$ cat src/hdl/pmv_pkg.sv
`default_nettype none
package pmv_pkg;
    localparam int          PMV_PC_W        = 21;
    localparam int          PMV_SP_W        = 5;
    localparam int          PMV_WORD_W      = 16;
    localparam logic [20:0] PMV_SPACE_TOP   = 21'h1fffff;
    localparam logic [20:0] PMV_FLASH_SMALL = 21'h00c000;
    localparam logic [20:0] PMV_FLASH_LARGE = 21'h010000;
    localparam logic [20:0] PMV_RESET_VEC   = 21'h000000;
    localparam logic [20:0] PMV_HI_VEC      = 21'h000008;
    localparam logic [20:0] PMV_LO_VEC      = 21'h000018;
    localparam logic [20:0] PMV_PC_STEP     = 21'h000002;
    localparam logic [4:0]  PMV_SP_RESET    = 5'h00;
    localparam logic [4:0]  PMV_STACK_DEPTH = 5'h1f;

    typedef struct packed {
        logic        call;
        logic        ret;
        logic        jump;
        logic [20:0] target;
    } pmv_flow_s;

    typedef struct packed {
        logic wake;
        logic high_priority;
        logic high_priority_global_enable;
        logic low_priority_global_enable;
        logic source_flag;
    } pmv_irq_s;
endpackage
`default_nettype wire

$ cat src/hdl/pmv_vectoring.sv
`timescale 1ns/100ps
`default_nettype none
module pmv_vectoring import pmv_pkg::*; #(
    parameter bit LARGE_VARIANT = 1'b1
) (
    // clock and reset
    input  wire logic                  clk,
    input  wire logic                  rst_n,
    // core sequencing
    input  wire logic                  advance,
    input  wire pmv_flow_s             flow,
    input  wire pmv_irq_s              irq,
    // program bus to flash
    input  wire logic [PMV_WORD_W-1:0] flash_rdata,
    output logic      [PMV_PC_W-1:0]   fetch_addr_ff,
    output logic      [PMV_WORD_W-1:0] fetch_word_ff,
    // stack and wake state
    output logic      [PMV_PC_W-1:0]   stack_top_ff,
    output logic      [PMV_SP_W-1:0]   return_stack_pointer_ff,
    output logic                       wake_flag_ff,
    output logic                       stack_full_ff
);
    localparam logic [20:0] FLASH_TOP = LARGE_VARIANT ? PMV_FLASH_LARGE
                                                      : PMV_FLASH_SMALL;

    logic [PMV_PC_W-1:0]   pc_ff;
    logic [PMV_PC_W-1:0]   nxt_pc;
    logic [PMV_SP_W-1:0]   nxt_sp;
    logic [PMV_PC_W-1:0]   nxt_top;
    logic [PMV_WORD_W-1:0] nxt_word;
    logic                  nxt_flag;
    logic                  nxt_full;
    logic                  push;
    logic                  take_irq;
    logic [PMV_PC_W-1:0]   seq_pc;
    logic [PMV_PC_W-1:0]   stack_mem_ff [1:31];

    // one instruction word ahead; wraps at the top of the space
    function automatic logic [PMV_PC_W-1:0] step_pc(
        input logic [PMV_PC_W-1:0] pc
    );
        return pc + PMV_PC_STEP;
    endfunction

    // entry only when the priority's own enable is set
    assign take_irq = irq.wake && (irq.high_priority ?
                      irq.high_priority_global_enable :
                      irq.low_priority_global_enable);
    assign seq_pc   = step_pc(pc_ff);
    assign push     = take_irq || (advance && flow.call);

    always_comb begin
        nxt_pc   = pc_ff;
        nxt_sp   = return_stack_pointer_ff;
        nxt_top  = stack_top_ff;
        nxt_flag = wake_flag_ff;
        nxt_full = stack_full_ff;
        // fetch has its own bus; data traffic never stalls it
        nxt_word = (pc_ff < FLASH_TOP) ? flash_rdata : '0;
        // an interrupt wake with source_flag set marks its source, enabled or not
        if (irq.wake && irq.source_flag) begin
            nxt_flag = 1'b1;
        end
        if (take_irq) begin
            nxt_pc = irq.high_priority ? PMV_HI_VEC : PMV_LO_VEC;
        end else if (advance) begin
            if (flow.ret) begin
                nxt_pc = (return_stack_pointer_ff == PMV_SP_RESET) ?
                         PMV_RESET_VEC : stack_top_ff;
                if (return_stack_pointer_ff != PMV_SP_RESET) begin
                    nxt_sp = return_stack_pointer_ff - 5'h01;
                end
            end else if (flow.call || flow.jump) begin
                nxt_pc = {flow.target[20:1], 1'b0};
            end else begin
                nxt_pc = seq_pc;
            end
        end
        // increment first; saturate at 31 so the last entry is kept
        if (push && return_stack_pointer_ff != PMV_STACK_DEPTH) begin
            nxt_sp  = return_stack_pointer_ff + 5'h01;
            nxt_top = take_irq ? pc_ff : seq_pc;
            if (nxt_sp == PMV_STACK_DEPTH) begin
                nxt_full = 1'b1;
            end
        end else if (advance && flow.ret && !take_irq &&
                     return_stack_pointer_ff > 5'h01) begin
            nxt_top = stack_mem_ff[return_stack_pointer_ff - 5'h01];
        end
        if (push && return_stack_pointer_ff == PMV_STACK_DEPTH) begin
            nxt_full = 1'b1;
        end
        nxt_pc[0] = 1'b0;
    end

    always_ff @(posedge clk or negedge rst_n) begin
        if (!rst_n) begin
            pc_ff                   <= PMV_RESET_VEC;
            fetch_addr_ff           <= PMV_RESET_VEC;
            fetch_word_ff           <= '0;
            stack_top_ff            <= '0;
            return_stack_pointer_ff <= PMV_SP_RESET;
            wake_flag_ff            <= 1'b0;
            stack_full_ff           <= 1'b0;
        end else begin
            pc_ff                   <= nxt_pc;
            fetch_addr_ff           <= nxt_pc;
            fetch_word_ff           <= nxt_word;
            stack_top_ff            <= nxt_top;
            return_stack_pointer_ff <= nxt_sp;
            wake_flag_ff            <= nxt_flag;
            stack_full_ff           <= nxt_full;
        end
    end

    // stack ram has no reset; slot 0 is a pointer value only
    always_ff @(posedge clk) begin
        if (push && return_stack_pointer_ff != PMV_STACK_DEPTH) begin
            stack_mem_ff[nxt_sp] <= nxt_top;
        end
    end

    vector_hi_a: assert property (
        @(posedge clk) disable iff (!rst_n)
        take_irq && irq.high_priority |=> pc_ff == PMV_HI_VEC)
        else $error("high priority vector not taken");

    vector_lo_a: assert property (
        @(posedge clk) disable iff (!rst_n)
        take_irq && !irq.high_priority |=> pc_ff == PMV_LO_VEC)
        else $error("low priority vector not taken");

    irq_refused_a: assert property (
        @(posedge clk) disable iff (!rst_n)
        irq.wake && !take_irq && !advance |=>
        $stable(pc_ff) && $stable(return_stack_pointer_ff))
        else $error("disabled interrupt was taken");

    push_pc_a: assert property (
        @(posedge clk) disable iff (!rst_n)
        take_irq && return_stack_pointer_ff != PMV_STACK_DEPTH |=>
        stack_top_ff == $past(pc_ff) &&
        return_stack_pointer_ff == $past(return_stack_pointer_ff) + 5'h01)
        else $error("interrupt push wrong");

    call_push_a: assert property (
        @(posedge clk) disable iff (!rst_n)
        advance && flow.call && !take_irq &&
        return_stack_pointer_ff != PMV_STACK_DEPTH |=>
        stack_top_ff == step_pc($past(pc_ff)))
        else $error("call push wrong");

    call_target_a: assert property (
        @(posedge clk) disable iff (!rst_n)
        advance && flow.call && !flow.ret && !take_irq |=>
        pc_ff == {$past(flow.target[20:1]), 1'b0})
        else $error("call target wrong");

    ret_pop_a: assert property (
        @(posedge clk) disable iff (!rst_n)
        advance && flow.ret && !flow.call && !take_irq &&
        return_stack_pointer_ff != PMV_SP_RESET |=>
        pc_ff == $past(stack_top_ff) &&
        return_stack_pointer_ff == $past(return_stack_pointer_ff) - 5'h01)
        else $error("return pop wrong");

    ret_empty_a: assert property (
        @(posedge clk) disable iff (!rst_n)
        advance && flow.ret && !flow.call && !take_irq &&
        return_stack_pointer_ff == PMV_SP_RESET |=>
        pc_ff == PMV_RESET_VEC && return_stack_pointer_ff == PMV_SP_RESET)
        else $error("empty stack return wrong");

    pc_align_a: assert property (
        @(posedge clk) disable iff (!rst_n)
        pc_ff[0] == 1'b0)
        else $error("counter misaligned");

    seq_step_a: assert property (
        @(posedge clk) disable iff (!rst_n)
        advance && !take_irq && !flow.call && !flow.ret && !flow.jump
        |=> pc_ff == step_pc($past(pc_ff)))
        else $error("sequential step wrong");

    jump_target_a: assert property (
        @(posedge clk) disable iff (!rst_n)
        advance && flow.jump && !flow.call && !flow.ret && !take_irq |=>
        pc_ff == {$past(flow.target[20:1]), 1'b0})
        else $error("jump target wrong");

    zero_fill_a: assert property (
        @(posedge clk) disable iff (!rst_n)
        pc_ff >= FLASH_TOP |=> fetch_word_ff == '0)
        else $error("unimplemented fetch not zero");

    flash_pass_a: assert property (
        @(posedge clk) disable iff (!rst_n)
        pc_ff < FLASH_TOP |=> fetch_word_ff == $past(flash_rdata))
        else $error("flash word not passed");

    sp_limit_a: assert property (
        @(posedge clk) disable iff (!rst_n)
        return_stack_pointer_ff <= PMV_STACK_DEPTH)
        else $error("stack pointer beyond depth");

    full_set_a: assert property (
        @(posedge clk) disable iff (!rst_n)
        push && return_stack_pointer_ff == PMV_STACK_DEPTH - 5'h01 |=>
        stack_full_ff && return_stack_pointer_ff == PMV_STACK_DEPTH)
        else $error("full not set on last push");

    full_hold_a: assert property (
        @(posedge clk) disable iff (!rst_n)
        push && !flow.ret && return_stack_pointer_ff == PMV_STACK_DEPTH |=>
        return_stack_pointer_ff == PMV_STACK_DEPTH && $stable(stack_top_ff))
        else $error("push past full changed the stack");

    full_sticky_a: assert property (
        @(posedge clk) disable iff (!rst_n)
        stack_full_ff |=> stack_full_ff)
        else $error("full flag dropped");

    wake_flag_a: assert property (
        @(posedge clk) disable iff (!rst_n)
        irq.wake && irq.source_flag |=> wake_flag_ff)
        else $error("wake flag not set");

    flag_sticky_a: assert property (
        @(posedge clk) disable iff (!rst_n)
        wake_flag_ff |=> wake_flag_ff)
        else $error("wake flag dropped");
endmodule
`default_nettype wire

$ cat config.mk
export PLATFORM = sky130hd
export DESIGN_NAME = pmv_vectoring
export DESIGN_NICKNAME = d
export VERILOG_FILES = /design/src/hdl/pmv_pkg.sv /design/src/hdl/pmv_vectoring.sv
export SDC_FILE = /design/constraint.sdc
export NUM_CORES = 1
export LEC_CHECK = 0
export ABC_AREA = 1
export BUFFER_PORTS_ARGS = -buffer_cell sky130_fd_sc_hd__buf_4
export CORE_ASPECT_RATIO = 0.75
export CORE_MARGIN = 4
export CORE_UTILIZATION = 24
export DETAILED_ROUTE_END_ITERATION = 16
export PLACE_DENSITY_LB_ADDON = 0.25
export RECOVER_POWER = 100
export SLEW_MARGIN = 40
export SYNTH_ARGS = -nofsm -noshare
export SYNTH_HDL_FRONTEND = slang
export SYNTH_SLANG_ARGS = --single-unit
$ cat constraint.sdc
create_clock -name clk -period 4.18 [get_ports clk]
set_input_delay 0.418 -clock clk [delete_from_list [all_inputs] [get_ports clk]]
set_output_delay 0.418 -clock clk [all_outputs]
set_load 0.01 [all_outputs]
Word-level counts from Yosys, hierarchy flattened
Memory sizes are Yosys's and may differ from the RTL's. Index checks and enable logic that the tools add are counted.

$add $sub $neg: 3. Multipliers: 0. Div/mod/pow operators: 0. Order comparisons: 2. Equality and inequality tests: 3. Shift operators: 0. Multiplexer cells: 21. Bitwise operators: 0. Reduce and logical (&&, ||, !) cells: 17.

Operators with widths (count): 21-bit two-way mux (8); 5-bit two-way mux (6); 21-bit by 2-bit adder with 21-bit output (second input constant) (1); 21-bit by 17-bit < comparator with 1-bit output (second input constant) (1); 16-bit two-way mux (1); 5-bit == test (second input constant) (2); 1-bit logical AND (8); 1-bit two-way mux (6); 2-bit nonzero test (3); 5-bit by 1-bit adder with 5-bit output (second input constant) (1); 5-bit by 1-bit greater-than comparator with 1-bit output (second input constant) (1); 5-bit zero test (1); 5-bit != test (second input constant) (1); 5-bit nonzero test (1); 5-bit by 1-bit subtractor with 5-bit output (second input constant) (1); 1-bit logical OR (2); 2-bit AND reduction (1); 1-bit zero test (1).

Flip-flop bits (word level): 64. Bits in latches: 0. RAM bits: 651. Bits in read-only memories: 0. Input port bits: 48. Output and inout port bits: 65. Logic and storage cells: 53. Memories: 1.

Memory list: stack_mem_ff (depth 31, bits a word 21, read ports 1, clocked after memory_dff 0, write ports 1, RTL line pmv_vectoring.sv:36) `logic [PMV_PC_W-1:0] stack_mem_ff [1:31];`.

Logic depth before layout (Yosys ltp)
Gate-level depths: netlist of the first run.

Word-level depth: 7. Mapped depth: 18. Depth with buffers taken out: 13.

Worst setup path before layout of the first run
No wires, ideal clock.

Kind: flip-flop to flip-flop. Start point: reg return_stack_pointer_ff[0]. End point: mem stack_mem_ff[10][3], data pin. Data arrival time: 3.181 ns. Setup slack: 0.622 ns. Cell stages (with the launch flop): 16. Buffers on the path: 6. Period minus slack after synthesis: 3.558 ns. Path through: dfrtp_1 -> inv_2 -> buf_4 -> buf_4 -> buf_2 -> ha_1 -> buf_4 -> inv_2 -> buf_2 -> buf_2 -> o211ai_1 -> nand3_1 -> nand3_1 -> nand3_1 -> nand3_1 -> a21oi_1.

Longest elaborated chain between the ends: 4. Elaborated cells between the ends (all ways): 8.

RTL lines: start: declaration (RTL line pmv_vectoring.sv:19) `output logic [PMV_SP_W-1:0] return_stack_pointer_ff,`; start signal: assignment (RTL line pmv_vectoring.sv:110) `return_stack_pointer_ff <= nxt_sp;`; 5-bit by 1-bit subtractor with 5-bit output or 5-bit by 1-bit greater-than comparator with 1-bit output (tied branches) (RTL line pmv_vectoring.sv:88, pmv_vectoring.sv:87); memory read 31 x 21 bit or 1-bit logical AND (tied branches); 21-bit two-way mux (RTL line pmv_vectoring.sv:86) `end else if (advance && flow.ret && !take_irq &&`; 21-bit two-way mux * (RTL line pmv_vectoring.sv:80) `if (push && return_stack_pointer_ff != PMV_STACK_DEPTH) begin`; named net nxt_top[3] (RTL line pmv_vectoring.sv:29) `logic [PMV_PC_W-1:0] nxt_top;`; end: declaration (RTL line pmv_vectoring.sv:36).

Mark *: on every way through the listed nets, which the timed path passes. The rest lies on a longest branch.

Final worst setup path of the first run
Start point: in irq[3] in the netlist's numbering. End point: mem stack_mem_ff[11][7] (enable).

Elaborated cells between the ends (all ways): 8.

RTL lines: start: declaration (RTL line pmv_vectoring.sv:12) `input wire pmv_irq_s irq,`; 1-bit two-way mux * (RTL line pmv_vectoring.sv:46) `assign take_irq = irq.wake && (irq.high_priority ?`; 1-bit logical AND * (RTL line pmv_vectoring.sv:46); 1-bit logical OR (RTL line pmv_vectoring.sv:50) `assign push = take_irq || (advance && flow.call);`; 1-bit logical AND (RTL line pmv_vectoring.sv:80); 5-bit two-way mux * (RTL line pmv_vectoring.sv:80); named net nxt_sp[3] (RTL line pmv_vectoring.sv:28) `logic [PMV_SP_W-1:0] nxt_sp;`.

Marked as above.

==> run summary, run 1 <==
The run finished, with violations left. The checks that failed: max-capacitance violations, max-slew violations. The floorplan has 113 rows.

Synthesis inferred a little over 700 register bits. The endpoint type of the worst setup path is a register. The post-synthesis instance area came out at 30,800 sq um.

nand2_1 is the most common cell in the netlist. The achievable frequency is between 0.2 and 0.3 GHz. In this run the remaining antenna-violating nets after routing total 0. After global routing the overflow that remains totals 0.

The commonest cells after synthesis are 841 x nand2_1, 651 x edfxtp_1, 383 x nand3_1, 250 x nor2_1, 232 x inv_1. In this run the worst setup path begins at irq[3]. The synthesized netlist contains between 40 and 50 unique library cells. The via count normalized by instance count is between 4 and 5. The routability congestion estimate from global placement came out at approximately 0.83. The maximum buffer depth of the clock tree came out at 3. The critical path is of the input port to register type.

The cell count after synthesis came out at ~2.9k. The antenna cell count came out at 0. The number of nets in the layout is 3,079. Detailed routing inserted a total of roughly 21k vias. The post-route DRC violation count is 0. For the worst setup path, the data required time is 4.46 ns. The number of buffers created by CTS is 69. The transition at the pin with the smallest max-transition slack is approximately 1.8 ns.

The layout overhead on the synthesized area is 16.7%. Buffers placed on the I/O ports in this run total 110. In this run the count of I/O pins placed on the die edge is 113. Setup violations remaining at the end of the flow were counted as 0. The fraction of final layout cells with drive strength greater than 1 is 0.0905. The tree built by TritonCTS fans out to 715 sinks. The post-synthesis async set-or-reset flop share is 0.0895. The count of flip-flops with a built-in enable after synthesis came out at 651. The area of the die is about 130,000 sq um.

The launching element type of the critical path is an input port. Measured along the x axis, the die boundary spans about 420 microns. The number of setup buffers added after CTS is 0. The peak supply drop came out at ~0.00063 V. The number of H-tree levels is 3.

In this run the most critical hold path is launched from flow[12]. The path class of the tightest hold or removal check is input port to register. Among all flip-flop cells after synthesis, the most frequent one is edfxtp_1. The CTS tree is yes. The starting utilization of the core area came out at 0.242. The number of nets in the synthesized netlist is roughly 3k.

The overall power consumption is between 20 and 30 mW. The final wirelength is roughly 84,000 microns. The number of warnings reported in the yosys synthesis log came out at 0. The synthesized area per cell is between 10 and 15 sq um. In this run the critical register-to-register path is launched from return_stack_pointer_ff[1]. The clock transition at the registers of the reported paths is approximately 0.070 ns. The detailed-routing iteration count for the pre-antenna-repair pass came out at 5. For the finished layout, the period the worst path requires is about 3.6 ns. The max-slew violation count is 65.

The data arrival time of the critical path came out at 3.89 ns. The violation count after the first detailed-route iteration is 1,541. The cell accounting for the most synthesized area is edfxtp_1. The number of maximum-capacitance constraint violations came out at 1. Dividing the detail-routed wire length by the instance count gives 17.7 microns. The first global-routing pass estimated 126,000 microns of wire. In the post-synthesis netlist, the biggest area contributors are edfxtp_1 64%, nand2_1 10%, nand3_1 6.2%, dfrtp_1 5.2%, nor2_1 3.0%. The portion of synthesized cell area occupied by the leading cell type came out at 0.635. The core area is about 130,000 sq um.

The clock network latency to the later pin of the worst-skew pair is ~0.64 ns. The via count of the first global-routing pass came out at just under 20k. The layout has between 10k and 15k filler cells.

The count of final hold-check violations is 0. The estimated wirelength of the detail-placed design came out at 51,800 microns. Entering global routing, the biggest net connects 175 pins. The die is about 320 microns tall.

The relative slew slack is -0.185. The setup total negative slack is 0 ns. The share of the Yosys chip area taken by registers is 0.687. The power per unit of standard cell area is 767 nW/um^2. Of all nets on the critical path, the largest fanout is 21.

The root buffer cell chosen for the clock tree is clkbuf_16. Setup repair after global routing left no endpoint under its margin. Between clock sinks in the finished design, the worst skew comes to 0.0264 ns. The number of antenna violations at the first check in global routing came out at 0. The share of the clock period used by the worst path after layout came out at 0.864. In the global route stage, overall resource usage came out at 0.122. For this design the static power due to leakage is 13.6 nW.
what timing repair did:
| item | CTS | global route |
|---|---|---|
| hold buffers | 21 | 0 |
| gates resized for setup | 0 | 0 |
| endpoints found under the hold margin | 83 | 0 |
power by group:
part	total, mW	internal (mW)	switching, mW	leakage (nW)
Clock	5.99	3.28	2.71	0.994
Combinational	11.7	3.37	8.33	5.92
Sequential	9.83	9.45	0.383	6.71
area by class of cell:
type                       instances  area [sq um]  area share
clock inverter                    18           155     0.00432
timing repair buffer             237          1690      0.0472
tap                             1667          2090      0.0581
sequential                       715         21200       0.589
clock buffer                     102          1900      0.0530
inverter                         237           905      0.0252
multi-input combinational       1764          8000       0.223
flip-flops by register name, indices dropped and copies added, names as in the netlist:
name / flops
stack_full_ff: 1
pc_ff: 20
fetch_word_ff: 16
wake_flag_ff: 1
stack_mem_ff: 651
stack_top_ff: 21
return_stack_pointer_ff: 5
stage by stage:
stage          setup WS [ns]  utilization  cells  cell area (sq um)  hold WS, ns
2_1_floorplan          0.622            -   2876              30800        0.122
3_3_place_gp           0.785        0.267   4598              34000        0.443
3_5_place_dp           0.837        0.268   4598              34000        0.452
4_1_cts                0.808        0.285   4739              36200     0.000150
5_1_grt                0.357        0.283   4740              35900       0.0398
6_report               0.570        0.283   4740              35900       0.0479
worst max-delay path: stages:
cell           delay, ns
dlygate4sd3_1       0.53
clkbuf_1            0.14
nor2_1              0.10
nor2_1              0.04
nand2_1             0.47
nand3_2             0.26
inv_1               0.69
nand2_1             0.11
nand3_1             0.12
o21ai_2             0.11
inv_2               0.12
nand3_1             0.20
nor2_2              0.15
buf_4               0.40
metal layers:
metal | global-route usage | share of wire
met3 | 0.0190 | 0.041
met2 | 0.177 | 0.42
met5 | 0 | 0
met4 | 0.0240 | 0.015
met1 | 0.191 | 0.52
cell usage in the layout (no fill, tap or decap), drive strengths merged:
cell,instances
nand2,844
edfxtp,651
nand3,384
nor2,254
inv,241
clkbuf,187
buf,131
o21ai,113
o211ai,74
dfrtp,64
a21oi,33
dlygate4sd3,21
xor2,14
clkinv,12
nor3,8
ha,7
nand4,6
a211oi,4
o221ai,4
o21bai,3
a31oi,2
or2,2
a21o,2
bufinv,2
xnor2,2
o31ai,1
a311oi,1
o22ai,1
a22o,1
o2111ai,1
mux2i,1
nor3b,1
conb,1
worst paths after layout:
path | slack, ns | to | cells after the start
max reg2reg | 0.63 | stack_mem_ff[13][12] | 13
min | 0.05 | pc_ff[12] | 3
min reg2reg | 0.46 | stack_full_ff | 2
min in group asynchronous | 0.82 | fetch_word_ff[4] | 2
max in group asynchronous | 2.09 | return_stack_pointer_ff[0] | 2
max | 0.57 | stack_mem_ff[11][7] | 14
cell families (layout without fill, tap and decap cells):
| logic type | count (synthesis) | in the layout | share of synthesized area |
|---|---|---|---|
| muxes | 1 | 1 | 0.000325 |
| DFF | 715 | 715 | 0.687 |
| and+or+nand+nor | 1499 | 1499 | 0.201 |
| buffers and inverters | 397 | 594 | 0.0558 |
| other | 1 | 1 | 0.000122 |
| adders and majority gates | 7 | 7 | 0.00285 |
| AOI/OAI and AO/OA | 240 | 240 | 0.0473 |
| xor gates and xnor gates | 16 | 16 | 0.00529 |
No activity file was read; power rests on OpenSTA's default activity.
==> run 2, diff against run 1 <==
ABC_AREA = default   (was 1)
==> run 2 against run 1 <==
  * The flow still finishes with violations (max-capacitance violations, max-slew violations)
  * Critical path depth shrank 6
  * Via count fell by 23%
  * Clock skew is 0.0061 ns lower
  * Clock power rose by 6.8%
  * Global-route usage increased by 0.38 points
  * Count of clock-buffer cells in the layout down 9
  * Total power is 0.66% lower
  * Synthesized cell count shrank 46%
  * Register-to-register slack lost 0.29 ns
  * First-iteration DRC count shrank 6.4%
  * Non-clock buffer count shrank 13
  * Critical endpoint is now stack_mem_ff[29][1]
==> run summary, run 2 <==
The run finished, with violations left. The checks that failed: max-capacitance violations, max-slew violations. The overall power consumption came out at approximately 27 mW. The count of pins on the block boundary is about 110.

For this design the static power due to leakage is approximately 11 nW. By area the synthesized netlist is led by edfxtp_1 67%, mux4_2 13%, dfrtp_1 5.5%, nand2_1 1.2%, o211ai_1 1.0%. The number of rows in the core area came out at 110. TritonCTS built the clock tree.

Power spread over the standard cell area amounts to ~790 nW/um^2. The vertical die dimension came out at slightly above 300 microns. Ranked by flip-flop count, first place goes to stack_mem_ff. The routability congestion estimate from global placement is slightly below 0.8. The required time at the worst-slack endpoint came out at between 4 and 5 ns. The post-synthesis sequential element count is between 700 and 800. The post-route cell area is around 35,000 sq um. The synthesized instance count came out at between 1.5k and 2k. Of the available clock period, the critical path in the final layout requires 0.920. The minimum clock period after layout is 3.84 ns.

The tool flagged a number of max-cap violations equal to 1. The number of H-tree levels is 3. TritonCTS created 73 clock buffers. The commonest non-fill, non-tap cell in the layout is edfxtp_1. The fraction of the yosys area taken by sequential cells came out at 0.728.

STA puts the critical path data arrival time at a little over 4 ns. The count of final hold-check violations was 0. The reported net switching power came out at 10.1 mW. The commonest cells after synthesis are 651 x edfxtp_1, 168 x mux4_2, 95 x nand2_1, 64 x dfrtp_1, 55 x nand3_1. The count of different cell masters after synthesis is 63.

The relative slew slack is -0.223. The number of warnings reported in the yosys synthesis log is 0. The slowest stage of the critical path is the mux4_2 cell. Together, buffers and inverters on the worst path number 3.

The number of cells in the finished layout apart from fillers came out at about 3.4k. The final-report setup violation count came out at 0. In this run, synthesis inferred about 650 flip-flops with an integrated enable. The peak supply drop came out at 0.000692 V. STA classifies the critical path endpoint as a register. The final wirelength is just over 80,000 microns. Each instance of the synthesized netlist takes up on average 18.8 sq um.

The number of antenna violations at the first check in global routing was 5. The number of placed cells counting well taps is 3,278. The achievable frequency is roughly 0.26 GHz.

The post-route worst setup slack came out at approximately 0.34 ns. The via count of the first global-routing pass is 15.8k. The post-CTS resize count came out at 0. The detailed-routing iteration count for the pre-antenna-repair pass came out at 5. The first global-routing pass estimated 117,000 microns of wire.

The maximum buffer depth of the clock tree is 3. Leaving out fill and tap cells, the most frequent cells in the layout are 651 x edfxtp_1, 168 x mux4_2, 95 x nand2_1. The largest registers in the layout are stack_mem_ff (651), stack_top_ff (21), pc_ff (20).

In the final layout, the share of cells above drive strength 1 is 0.254. The worst setup path is launched from a register. For this run, the post-layout net count is around 1.8k. The core area is around 120,000 sq um. The pin count of the biggest net entering global routing is 97. In the global route stage, overall resource usage came out at 0.126.

The instance area at placement is roughly 33,000 sq um. The transition at the pin with the smallest max-transition slack is 1.83 ns. Before CTS, the worst setup slack after placement is about 0.56 ns. The via count normalized by instance count came out at around 4.6.

The global route total overflow came out at 0. Dividing the detail-routed wire length by the instance count gives ~24 microns. Fill cells in the final layout number ~12k. Of the total power, the share spent switching nets is 0.370. The type of the worst min-delay path is input port to register. The sequential power share came out at 0.363.

The area occupied by multi-input gates came out at about 7500 sq um. After synthesis, the share of flip-flops with an asynchronous set or reset is 0.0895. By startpoint and endpoint, the worst setup path is classified as register to register. The largest stage delay on the critical path is about 0.7 ns. The area of the die is 127,000 sq um. The share of total power dissipated in combinational logic is 0.403. Setup repair after global routing left no endpoint under its margin. In this run the horizontal extent of the chip is around 410 microns.

The sequential standard cell area is between 20,000 and 25,000 sq um. The count of nets left with antenna violations once routing finished came out at 0. The most used flip-flop cell after synthesis is edfxtp_1.

The starting utilization of the core area is 0.242. In the routed design, unresolved DRC markers number 0. The max-slew violation count was 65. The clock share of power is 0.234.

The tree is rooted in a clkbuf_16. The number of sinks driven by the clock tree is slightly above 700. Clock latency on the worst-skew pair, taken at its later pin, is ~0.62 ns.

The wire-length estimate of the detail-placed layout is about 50,000 microns. In the post-synthesis netlist, the cell with the most instances is edfxtp_1. The cell accounting for the most synthesized area is edfxtp_1. The number of nets in the synthesized netlist is 1,603. Clock-pin slew was measured on the worst setup and hold paths at about 0.070 ns. The clock skew after layout is ~0.020 ns. The number of setup buffers added after CTS is 0.

Walking the worst path, the cells encountered are inv_1 > ha_1 > xor2_4 > buf_12 > mux4_2 > a22oi_1 > o211ai_1 > clkbuf_2. The post-synthesis instance area came out at 29,000 sq um. The port buffer count came out at 110. The internal power came out at approximately 17 mW.

The layout overhead on the synthesized area came out at 19.4%. The register with the most flip-flops in the layout has 651 of them. For this block, the via count after detailed routing is roughly 16k. Of all nets on the critical path, the largest fanout is 33. The portion of synthesized cell area occupied by the leading cell type is 0.673. The detailed router finished its first iteration with between 1k and 1.5k violations. In this design, the largest share of critical-path delay is due to buffers and inverters.
==> run 2: what timing repair did <==
item | CTS | global route
hold buffers | 16 | 0
endpoints found under the hold margin | 79 | 0
endpoints found under the setup margin | 0 | 0
==> run 2: through the flow <==
| stage | setup TNS, ns | hold slack, ns | util |
|---|---|---|---|
| global route | 0 | 0.0232 | 0.289 |
| CTS | 0 | 0.00208 | 0.294 |
| floorplan | -27.12 | 0.122 | - |
| finish | 0 | 0.0481 | 0.289 |
| detailed placement | 0 | 0.445 | 0.273 |
| global placement | 0 | 0.440 | 0.273 |
==> run 2: metal layers <==
layer	global-route usage	routed length, microns	up-vias
li1	-	-	6759
met5	0	0	-
met4	0.0252	1360	0
met3	0.0271	5320	98
met1	0.198	40600	8504
met2	0.177	34000	498
==> run 2: logic make-up (layout without fill, tap and decap cells) <==
kind of cell / after synthesis / after routing / synth area share
and+or+nand+nor: 297 / 297 / 0.0505
muxes: 201 / 201 / 0.143
buffers and inverters: 110 / 364 / 0.0198
other: 1 / 3 / 0.000129
adders and majority gates: 7 / 7 / 0.00302
DFF: 715 / 715 / 0.728
xor gates and xnor gates: 27 / 27 / 0.00905
AOI/OAI and AO/OA: 190 / 190 / 0.0465
==> run 2: area by class of cell <==
type / instances / share of cell area
repair buffers: 224 / 0.0474
clock inverters: 39 / 0.00960
multi-input cells: 723 / 0.216
inverters: 8 / 0.000867
flip-flops and latches: 715 / 0.610
well taps: 1624 / 0.0586
diodes: 2 / 0.000144
clock buffers: 93 / 0.0570
==> run 2: worst paths after layout <==
| check | start | to | slack [ns] | cells past startpoint |
|---|---|---|---|---|
| setup / recovery | return_stack_pointer_ff[0] | stack_mem_ff[29][1] | 0.34 | 8 |
| hold / removal | flash_rdata[1] | fetch_word_ff[1] | 0.05 | 2 |
| setup reg to reg | return_stack_pointer_ff[0] | stack_mem_ff[29][1] | 0.34 | 8 |
| hold reg to reg | wake_flag_ff | wake_flag_ff | 0.45 | 1 |
| max in group asynchronous | rst_n | return_stack_pointer_ff[0] | 2.01 | 2 |
| min in group asynchronous | rst_n | pc_ff[9] | 0.82 | 2 |
==> run 2: power by group through the flow <==
stage	registers [mW]	logic [mW]	clock network, mW
6_report	9.91	11.0	6.40
5_1_grt	9.97	11.9	6.88
4_1_cts	9.91	11.5	6.59
3_5_place_dp	10.1	11.4	0
3_3_place_gp	10.0	11.3	0
2_1_floorplan	10.0	6.66	0
==> run 2: worst register-to-register path, cell delays in order (launching register included) <==
cell and delay [ns]:
dfrtp_4 0.56, inv_1 0.21, ha_1 0.49, xor2_4 0.28, buf_12 0.31, mux4_2 0.75
a22oi_1 0.25, o211ai_1 0.12, clkbuf_2 0.43
